$ cat src/hdl/sjtap_pkg.sv
// package of state, instruction and register constants for the test port
package sjtap_pkg;
    typedef enum logic [3:0] {
        ST_RESET, ST_IDLE, ST_SEL_DR, ST_CAP_DR, ST_SHIFT_DR, ST_EXIT1_DR,
        ST_PAUSE_DR, ST_EXIT2_DR, ST_UPD_DR, ST_SEL_IR, ST_CAP_IR,
        ST_SHIFT_IR, ST_EXIT1_IR, ST_PAUSE_IR, ST_EXIT2_IR, ST_UPD_IR
    } sjtap_state_t;
    localparam int IR_W = 3;
    localparam logic [2:0] INS_EXTEST = 3'h0;
    localparam logic [2:0] INS_IDENT = 3'h1;
    localparam logic [2:0] INS_FLOAT = 3'h2;
    localparam logic [2:0] INS_SAMPLE = 3'h4;
    localparam logic [2:0] INS_BYPASS = 3'h7;
    localparam logic [2:0] IR_RESET = INS_IDENT;
    localparam int ID_W = 32;
    localparam int BSR_W = 16;
    localparam int RESET_HIGH_EDGES = 5;
endpackage : sjtap_pkg

$ cat src/hdl/sjtap_tap.sv
// test access port controller with instruction, bypass, id, scan registers
`timescale 1ns/100ps
module sjtap_tap
    import sjtap_pkg::*;
#(
    parameter logic [31:0] ID_CODE = 32'h1234_5671 // arbitrary value
) (
    input wire logic ref_clk_i,              // core clock 25 MHz
    input wire logic resetn_i,               // async reset, active low
    input wire logic tck_i,                  // test clock pin
    input wire logic tms_i,                  // mode select pin
    input wire logic tdi_i,                  // serial data in pin
    input wire logic [sjtap_pkg::BSR_W-1:0] pins_i, // i/o ring levels
    output logic tdo_o,                      // serial data out
    output logic tdo_oe_o,                   // serial out enable
    output logic [sjtap_pkg::BSR_W-1:0] pins_o, // scan drive values
    output logic pins_take_o,                // scan owns functional pins
    output logic q_float_o,                  // force data outputs off
    output logic [3:0] state_o               // controller state
);
    import sjtap_pkg::*;
    logic tck_s, tms_s, tdi_s, tck_d;
    logic rise, fall;
    sjtap_state_t state, next_state;
    logic [IR_W-1:0] ir_sh, ir;
    logic byp;
    logic [ID_W-1:0] id_sh;
    logic [BSR_W-1:0] bsr_sh;
    logic [BSR_W-1:0] pins_s;
    logic serial;

    sjtap_sync u_tck (.ref_clk_i(ref_clk_i), .resetn_i(resetn_i),
        .d_i(tck_i), .rst_val_i(1'b0), .q_o(tck_s));
    sjtap_sync u_tms (.ref_clk_i(ref_clk_i), .resetn_i(resetn_i),
        .d_i(tms_i), .rst_val_i(1'b1), .q_o(tms_s));
    sjtap_sync u_tdi (.ref_clk_i(ref_clk_i), .resetn_i(resetn_i),
        .d_i(tdi_i), .rst_val_i(1'b1), .q_o(tdi_s));

    // ring levels come from pins, so each bit is synchronised first
    for (genvar gi = 0; gi < BSR_W; gi++) begin : g_pin_sync
        sjtap_sync u_pin (.ref_clk_i(ref_clk_i), .resetn_i(resetn_i),
            .d_i(pins_i[gi]), .rst_val_i(1'b0), .q_o(pins_s[gi]));
    end

    always_ff @(posedge ref_clk_i or negedge resetn_i) begin
        if (!resetn_i) begin
            tck_d <= 1'b0;
        end else begin
            tck_d <= tck_s;
        end
    end
    assign rise = tck_s & ~tck_d;
    assign fall = ~tck_s & tck_d;

    // standard graph; five high edges reach reset from anywhere
    always_comb begin
        next_state = state;
        unique case (state)
            ST_RESET: next_state = tms_s ? ST_RESET : ST_IDLE;
            ST_IDLE: next_state = tms_s ? ST_SEL_DR : ST_IDLE;
            ST_SEL_DR: next_state = tms_s ? ST_SEL_IR : ST_CAP_DR;
            ST_CAP_DR: next_state = tms_s ? ST_EXIT1_DR : ST_SHIFT_DR;
            ST_SHIFT_DR: next_state = tms_s ? ST_EXIT1_DR : ST_SHIFT_DR;
            ST_EXIT1_DR: next_state = tms_s ? ST_UPD_DR : ST_PAUSE_DR;
            ST_PAUSE_DR: next_state = tms_s ? ST_EXIT2_DR : ST_PAUSE_DR;
            ST_EXIT2_DR: next_state = tms_s ? ST_UPD_DR : ST_SHIFT_DR;
            ST_UPD_DR: next_state = tms_s ? ST_SEL_DR : ST_IDLE;
            ST_SEL_IR: next_state = tms_s ? ST_RESET : ST_CAP_IR;
            ST_CAP_IR: next_state = tms_s ? ST_EXIT1_IR : ST_SHIFT_IR;
            ST_SHIFT_IR: next_state = tms_s ? ST_EXIT1_IR : ST_SHIFT_IR;
            ST_EXIT1_IR: next_state = tms_s ? ST_UPD_IR : ST_PAUSE_IR;
            ST_PAUSE_IR: next_state = tms_s ? ST_EXIT2_IR : ST_PAUSE_IR;
            ST_EXIT2_IR: next_state = tms_s ? ST_UPD_IR : ST_SHIFT_IR;
            ST_UPD_IR: next_state = tms_s ? ST_SEL_DR : ST_IDLE;
        endcase
    end

    always_ff @(posedge ref_clk_i or negedge resetn_i) begin
        if (!resetn_i) begin
            state <= ST_RESET;
        end else if (rise) begin
            state <= next_state;
        end
    end

    // instruction shift and active instruction
    always_ff @(posedge ref_clk_i or negedge resetn_i) begin
        if (!resetn_i) begin
            ir_sh <= IR_RESET;
            ir <= IR_RESET;
        end else if (rise) begin
            unique case (state)
                ST_RESET: begin
                    ir_sh <= IR_RESET;
                    ir <= IR_RESET;
                end
                ST_CAP_IR: ir_sh <= IR_RESET;
                ST_SHIFT_IR: ir_sh <= {tdi_s, ir_sh[IR_W-1:1]};
                ST_UPD_IR: ir <= ir_sh;
                default: ir_sh <= ir_sh;
            endcase
        end
    end

    // data registers: capture in Capture-DR, shift in Shift-DR
    always_ff @(posedge ref_clk_i or negedge resetn_i) begin
        if (!resetn_i) begin
            byp <= 1'b0;
            id_sh <= '0;
            bsr_sh <= '0;
        end else if (rise && state == ST_CAP_DR) begin
            byp <= 1'b0;
            id_sh <= ID_CODE;
            bsr_sh <= pins_s;
        end else if (rise && state == ST_SHIFT_DR) begin
            unique case (ir)
                INS_BYPASS: byp <= tdi_s;
                INS_IDENT: id_sh <= {tdi_s, id_sh[ID_W-1:1]};
                INS_EXTEST, INS_FLOAT, INS_SAMPLE:
                    bsr_sh <= {tdi_s, bsr_sh[BSR_W-1:1]};
                default: byp <= tdi_s; // reserved codes act as bypass
            endcase
        end
    end

    always_comb begin
        serial = byp;
        if (state == ST_SHIFT_IR) begin
            serial = ir_sh[0];
        end else if (ir == INS_IDENT) begin
            serial = id_sh[0];
        end else if (ir == INS_EXTEST || ir == INS_FLOAT ||
                     ir == INS_SAMPLE) begin
            serial = bsr_sh[0];
        end
    end

    always_ff @(posedge ref_clk_i or negedge resetn_i) begin
        if (!resetn_i) begin
            tdo_o <= 1'b0;
            tdo_oe_o <= 1'b0;
        end else if (fall) begin
            tdo_o <= serial;
            tdo_oe_o <= (state == ST_SHIFT_IR) || (state == ST_SHIFT_DR);
        end
    end

    always_ff @(posedge ref_clk_i or negedge resetn_i) begin
        if (!resetn_i) begin
            pins_o <= '0;
            pins_take_o <= 1'b0;
            q_float_o <= 1'b0;
            state_o <= 4'h0;
        end else begin
            if (rise && state == ST_UPD_DR && ir == INS_EXTEST) begin
                pins_o <= bsr_sh;
            end
            pins_take_o <= (ir == INS_EXTEST) || (ir == INS_FLOAT);
            q_float_o <= (ir == INS_FLOAT);
            state_o <= state;
        end
    end

    // assertions
    int unsigned high_cnt;
    always_ff @(posedge ref_clk_i or negedge resetn_i) begin
        if (!resetn_i) begin
            high_cnt <= 0;
        end else if (rise) begin
            high_cnt <= tms_s ? ((high_cnt < RESET_HIGH_EDGES) ?
                high_cnt + 1 : RESET_HIGH_EDGES) : 0;
        end
    end
endmodule : sjtap_tap

$ cat src/hdl/sjtap_sync.sv
// two-flop synchroniser for one pin input
`timescale 1ns/100ps
module sjtap_sync (
    input wire logic ref_clk_i, // core clock
    input wire logic resetn_i,  // async reset, active low
    input wire logic d_i,       // asynchronous input
    input wire logic rst_val_i, // level meant for reset (unused; reset loads 0)
    output logic q_o            // synchronised level
);
    logic meta;
    always_ff @(posedge ref_clk_i or negedge resetn_i) begin
        if (!resetn_i) begin
            meta <= 1'b0;
            q_o <= 1'b0;
        end else begin
            meta <= d_i;
            q_o <= meta;
        end
    end
    logic unused;
    assign unused = rst_val_i;
endmodule : sjtap_sync

$ cat config.mk
export PLATFORM = sky130hd
export DESIGN_NAME = sjtap_tap
export DESIGN_NICKNAME = d
export VERILOG_FILES = /design/src/hdl/sjtap_pkg.sv /design/src/hdl/sjtap_tap.sv /design/src/hdl/sjtap_sync.sv
export SDC_FILE = /design/constraint.sdc
export NUM_CORES = 1
export LEC_CHECK = 0
export BUFFER_PORTS_ARGS = -buffer_cell sky130_fd_sc_hd__buf_2
export CAP_MARGIN = 20
export CORE_MARGIN = 3
export CORE_UTILIZATION = 63
export DETAILED_ROUTE_END_ITERATION = 10
export PLACE_DENSITY = 0.87
export SLEW_MARGIN = 20
export SYNTH_ARGS = -nofsm -noshare
export SYNTH_HDL_FRONTEND = slang
export SYNTH_SLANG_ARGS = --single-unit
$ cat constraint.sdc
create_clock -name ref_clk_i -period 2.63 [get_ports ref_clk_i]
set_input_delay 0.526 -clock ref_clk_i [delete_from_list [all_inputs] [get_ports ref_clk_i]]
set_output_delay 0.526 -clock ref_clk_i [all_outputs]
set_load 0.02 [all_outputs]
==> impl_metrics.tcl, run 1 <==
set metrics [dict create \
    cp.required_ps 3050 \
    grt_overflow 0 \
    fillCellCount 451 \
    mostFrequentLayoutCell "dfrtp_1" \
    cap_violations 0 \
    crit_slowest_cell "dfrtp_1" \
    htree_num_levels 4 \
    setup_viol 0 \
    tritoncts "done" \
    ant_nets 0 \
    ios 45 \
    vias 3172 \
    core_area_um2 7290 \
    worstRegToRegCells 4 \
    synthesis.area_um2 4750 \
    cts_resized 0 \
    reg2reg_to "bsr_sh[2]$_DFFE_PN0P_" \
    syn_area_per_cell_um2 12.4 \
    slew_violations 0 \
    cts_sinks 122 \
    hold_slack_ps 11.9 \
    cp.depth 4 \
    first_pass_iters 5 \
    ys_async_sr_fraction_pct 100 \
    cp-end-kind "register" \
    synth.distinct_cells 50 \
    finalWirelength_mm 10.0 \
    syn-num-nets 405 \
    die_w_um 92.9 \
    fmax_ghz 0.463 \
    die-area_um2 8620 \
    numCtsBuffers 17 \
    min_period_ps 2160 \
    status "completed" \
    start_util_pct 65.2 \
    ir_drop_v 0.000574 \
    synth_edf_count 0 \
    final_cell_mix "120 x dfrtp_1, 57 x nand2_1, 43 x buf_2, 38 x o21ai_0, 21 x nor2_1" \
    r2r_setup_slack_ps 470 \
    clkTransAtPathRegs_ps 60 \
    leakage_nw 2.66 \
    insertion_delay_ps 510 \
    portBuffers 44 \
    ys_warn_count 0 \
    grt_pass1_vias 3279 \
    startpoint "state[1]$_DFFE_PN0P_" \
    synth-seq-cells 122 \
    syn2layout_area_growth_pct 18.4 \
    p_total_mw 5.39 \
    drt_iter0_drc 155 \
    place.gp.congestion 0.774 \
    crit_path_max_incr_delay_ps 680 \
    clockRootBuffer "clkbuf_8" \
    viasPerCell 5.84 \
    dp.cells 511 \
    drc_errors 0 \
    worstPathCellList "and3b_1 -> o21a_1 -> o21a_4 -> a2bb2oi_1" \
    syn_inst 384 \
    critical-path-top-delay-family "compound AO/OA/AOI/OAI gates" \
    antenna_found_initial 0 \
    layout-drive-gt1-share_pct 29.1 \
    track_usage_pct 25.6 \
    yosysSeqAreaShare_pct 64.3 \
    crit_fanout 18 \
    avgRoutedWirePerCell_um 18.5 \
    hpwl_mm 5.41 \
    hold_violations 0 \
    crit_arrival_ps 2570 \
    final_net_count 452 \
    cts_hold_buf 0 \
    clock_path_buffers 2 \
    post_cts_buffers 0 \
    fin_setup_tns_ps 0 \
    worst-path-buf-inv 0 \
    die_h_um 92.9 \
    crit-reg2reg-launch "state[1]$_DFFE_PN0P_" \
    rows 31 \
    rsz0062_at_grt "no" \
    grt_pass1_wl_mm 16.8 \
    post-route-period-util_pct 82.1 \
    crit_end "bsr_sh[2]$_DFFE_PN0P_" \
    relSlewSlack_pct 60.7 \
    diodes 0 \
    finClkSkew_ps 9.07 \
    cp-start-kind "register" \
    yosys_most_used_dff "dfrtp_1" \
    hold_path.class "primary input to async pin" \
    tightest_slew_ps 586 \
    fin_cells 543 \
    grt_max_degree 56 \
    p_per_area_nw_per_um2 957 \
    path_class "register to register" \
]
[how the worst min path moves through the flow]
stage,endpoint,slack (ps),cells past startpoint
6_report,pins_o[7]$_DFFE_PN0P_,10,1
5_1_grt,pins_o[7]$_DFFE_PN0P_,40,1
4_1_cts,pins_o[7]$_DFFE_PN0P_,20,1
3_5_place_dp,g_pin_sync[11].u_pin.q_o$_DFF_PN0_,330,0
3_3_place_gp,g_pin_sync[4].u_pin.q_o$_DFF_PN0_,330,0
2_1_floorplan,bsr_sh[0]$_DFFE_PN0P_,230,0
[where the power goes]
part | switching [mW] | leakage (nW) | total [mW] | internal [mW]
registers | 0.225 | 1.59 | 2.34 | 2.11
logic | 0.485 | 0.793 | 0.821 | 0.336
clock network | 0.813 | 0.280 | 2.23 | 1.42
[cells in the mapped netlist (2+ instances only)]
cell,n,area share (%)
a21oi_1,8,0.84
a22o_1,3,0.55
a2bb2oi_1,7,1.3
a2bb2oi_2,10,3.2
a32oi_1,2,0.37
and2_1,3,0.39
buf_2,11,1.2
buf_4,4,0.63
buf_6,3,0.71
clkbuf_1,8,0.63
dfrtp_1,120,63
dfstp_2,2,1.1
inv_1,5,0.39
mux2_2,15,3.6
mux2_4,5,1.6
mux2i_1,2,0.42
nand2_1,57,4.5
nand2b_1,4,0.53
nand3_1,3,0.32
nand4_1,2,0.26
nor2_1,21,1.7
nor2b_1,4,0.53
nor3_1,3,0.32
nor3b_2,2,0.53
o211ai_1,2,0.32
o21ai_0,38,4.0
o221ai_1,2,0.37
o22ai_1,16,2.1
[per-stage QoR]
stage	setup slack, ps	area [um^2]	util [%]
finish	472	5630	77.2
global route	348	5630	77.2
global placement	697	5050	69.3
detailed placement	552	5050	69.3
CTS	497	5630	77.2
floorplan	1030	4750	-
[final cells by class]
cell class	instances	area, um^2	share of cell area [%]
Inverter	5	18.8	0.333
Sequential cell	122	3060	54.3
Timing Repair Buffer	55	330	5.87
Multi-Input combinational cell	230	1520	27.0
Tap cell	99	124	2.20
Clock inverter	11	120	2.13
Clock buffer	21	459	8.16
[flip-flops by register name (all words and copies together) (netlist names), 3 cells and up]
name and flops:
g_pin_sync.u_pin.meta 16, state 4, bsr_sh 16, ir 3
ir_sh 3, id_sh 32, state_o 4, pins_o 16
g_pin_sync.u_pin.q_o 16
[kinds of logic after synthesis]
family | Yosys count | synth area share (%)
and+or+nand+nor | 109 | 11.0
DFF | 122 | 64.3
muxes | 22 | 5.55
AOI/OAI and AO/OA | 97 | 14.8
adders and majority gates | 1 | 0.211
buffers and inverters | 32 | 3.95
xor gates and xnor gates | 1 | 0.184
[metal layers]
layer  track usage [%]  routed length (um)  vias to the layer above
li1                  -                   -                     1434
met1              30.6                3960                     1587
met2              42.8                5260                      116
met3              7.64                 453                       35
met4              11.7                 360                        0
met5                 0                   0                        -
No activity file was read; power rests on OpenSTA's default activity.
==> inputs of run 2 (changes only) <==
- CORE_UTILIZATION: 63 -> 53
- PLACE_DENSITY: 0.87 -> 0.78
- clock period: 2.63 -> 1.8 ns (I/O delays scaled with it)
==> impl_metrics.tcl, run 2 (synthesized netlist as in run 1, its figures left out) <==
set metrics [dict create \
    finalWirelength_mm 9.44 \
    tightest_slew_ps 409 \
    hpwl_mm 5.60 \
    crit_path_max_incr_delay_ps 530 \
    hold_violations 0 \
    ios 45 \
    final_cell_mix "120 x dfrtp_1, 57 x nand2_1, 43 x buf_2, 38 x o21ai_0, 21 x nor2_1" \
    htree_num_levels 4 \
    avgRoutedWirePerCell_um 16.3 \
    fmax_ghz 0.596 \
    largest-register "id_sh" \
    track_usage_pct 20.1 \
    post_cts_buffers 0 \
    core_area_um2 8460 \
    ant_nets 0 \
    fin_util_pct 70.3 \
    viasPerCell 5.48 \
    fillCellCount 556 \
    rsz0062_at_grt "no" \
    post-route-period-util_pct 93.1 \
    fin_setup_tns_ps 0 \
    vias 3180 \
    hold_path.class "primary input to async pin" \
    path_class "register to register" \
    p_per_area_nw_per_um2 1350 \
    slew_violations 0 \
    layout-drive-gt1-share_pct 29.9 \
    syn2layout_area_growth_pct 25.2 \
    first_pass_iters 4 \
    crit_fanout 16 \
    die_h_um 101 \
    relSlewSlack_pct 72.7 \
    ir_drop_v 0.000723 \
    grt_pass1_wl_mm 15.4 \
    place.gp.congestion 0.835 \
    cap_violations 0 \
    diodes 0 \
    finClkSkew_ps 8.05 \
    leakage_nw 2.82 \
    tritoncts "done" \
    antenna_found_initial 0 \
    dp_slack_ps 167 \
    mostFrequentLayoutCell "dfrtp_1" \
    reg2reg_to "bsr_sh[8]$_DFFE_PN0P_" \
    grt_pass1_vias 3218 \
    min_period_ps 1680 \
    die_w_um 101 \
    cp-start-kind "register" \
    p_total_mw 8.03 \
    layout_setup_ws_ps 124 \
    clock_path_buffers 2 \
    clkTransAtPathRegs_ps 70 \
    largest_reg_flops 32 \
    crit_arrival_ps 2110 \
    grt_overflow 0 \
    worstRegToRegCells 4 \
    final_net_count 483 \
    clockRootBuffer "clkbuf_8" \
    grt_max_degree 82 \
    placed_area_um2 5150 \
    design_area_um2 5950 \
    die-area_um2 10100 \
    drc_errors 0 \
    rows 33 \
    r2r_setup_slack_ps 120 \
    numCtsBuffers 17 \
    crit_slowest_cell "dfrtp_1" \
    setup_viol 0 \
    drt_iter0_drc 170 \
    status "completed" \
    crit-reg2reg-launch "state[1]$_DFFE_PN0P_" \
    insertion_delay_ps 520 \
    start_util_pct 56.2 \
    cp-end-kind "register" \
    portBuffers 44 \
    worstPathCellList "and3b_1 -> o21a_1 -> o21a_4 -> a2bb2oi_2" \
    cts_sinks 122 \
    cp.required_ps 2240 \
]
run 2: worst max-delay path, delay by kind of cell, from the launching register on:
| family | cells | cell delay [ps] |
|---|---|---|
| compound gates | 3 | 780 |
| simple gates | 1 | 280 |
| flops | 1 | 530 |
run 2: worst max path at each step:
stage / start / to / slack [ps] / depth (start not counted)
after floorplan: state[1]$_DFFE_PN0P_ / bsr_sh[10]$_DFFE_PN0P_ / 200 / 7
final: state[1]$_DFFE_PN0P_ / bsr_sh[8]$_DFFE_PN0P_ / 120 / 4
after global routing: state[3]$_DFFE_PN0P_ / ir_sh[0]$_DFFE_PN1P_ / 50 / 6
after detailed placement: state[3]$_DFFE_PN0P_ / bsr_sh[1]$_DFFE_PN0P_ / 170 / 4
after global placement: state[3]$_DFFE_PN0P_ / bsr_sh[9]$_DFFE_PN0P_ / 240 / 4
after CTS: ir[0]$_DFFE_PN1P_ / id_sh[21]$_DFFE_PN0P_ / 110 / 5
run 2: layout make-up:
| cell class | count | area, um^2 | area share (%) |
|---|---|---|---|
| clock buffers | 17 | 414 | 6.96 |
| clock inverters | 15 | 173 | 2.90 |
| well taps | 105 | 131 | 2.21 |
| inverters | 5 | 18.8 | 0.315 |
| multi-input cells | 230 | 1530 | 25.8 |
| flip-flops and latches | 122 | 3060 | 51.3 |
| repair buffers | 86 | 626 | 10.5 |
run 2: repair_timing:
| action | 4_1_cts | 5_1_grt |
|---|---|---|
| hold buffers | 20 | 0 |
| endpoints found under the setup margin | 0 | 3 |
| hold endpoints to repair | 37 | 0 |
| resized for setup | 0 | 2 |
run 2: per-layer routing:
| metal | routed length (um) | part of all wire (%) | GRT usage [%] | vias up |
|---|---|---|---|---|
| met2 | 4880 | 52 | 33.2 | 81 |
| met3 | 387 | 4.1 | 5.81 | 15 |
| li1 | - | - | - | 1501 |
| met1 | 4010 | 43 | 24.3 | 1583 |
| met5 | 0 | 0 | 0 | - |
| met4 | 162 | 1.7 | 9.33 | 0 |
run 2: power by group:
group          internal [mW]  switching (mW)
Clock                   1.92            1.43
Combinational          0.599           0.737
Sequential              3.08           0.270
Total                   5.60            2.43
run 2: through the flow:
stage | cells | hold WS [ps]
after floorplan | 384 | 64.4
after global placement | 528 | 260
after detailed placement | 528 | 264
after CTS | 580 | 249
after global routing | 580 | 283
final | 580 | 267
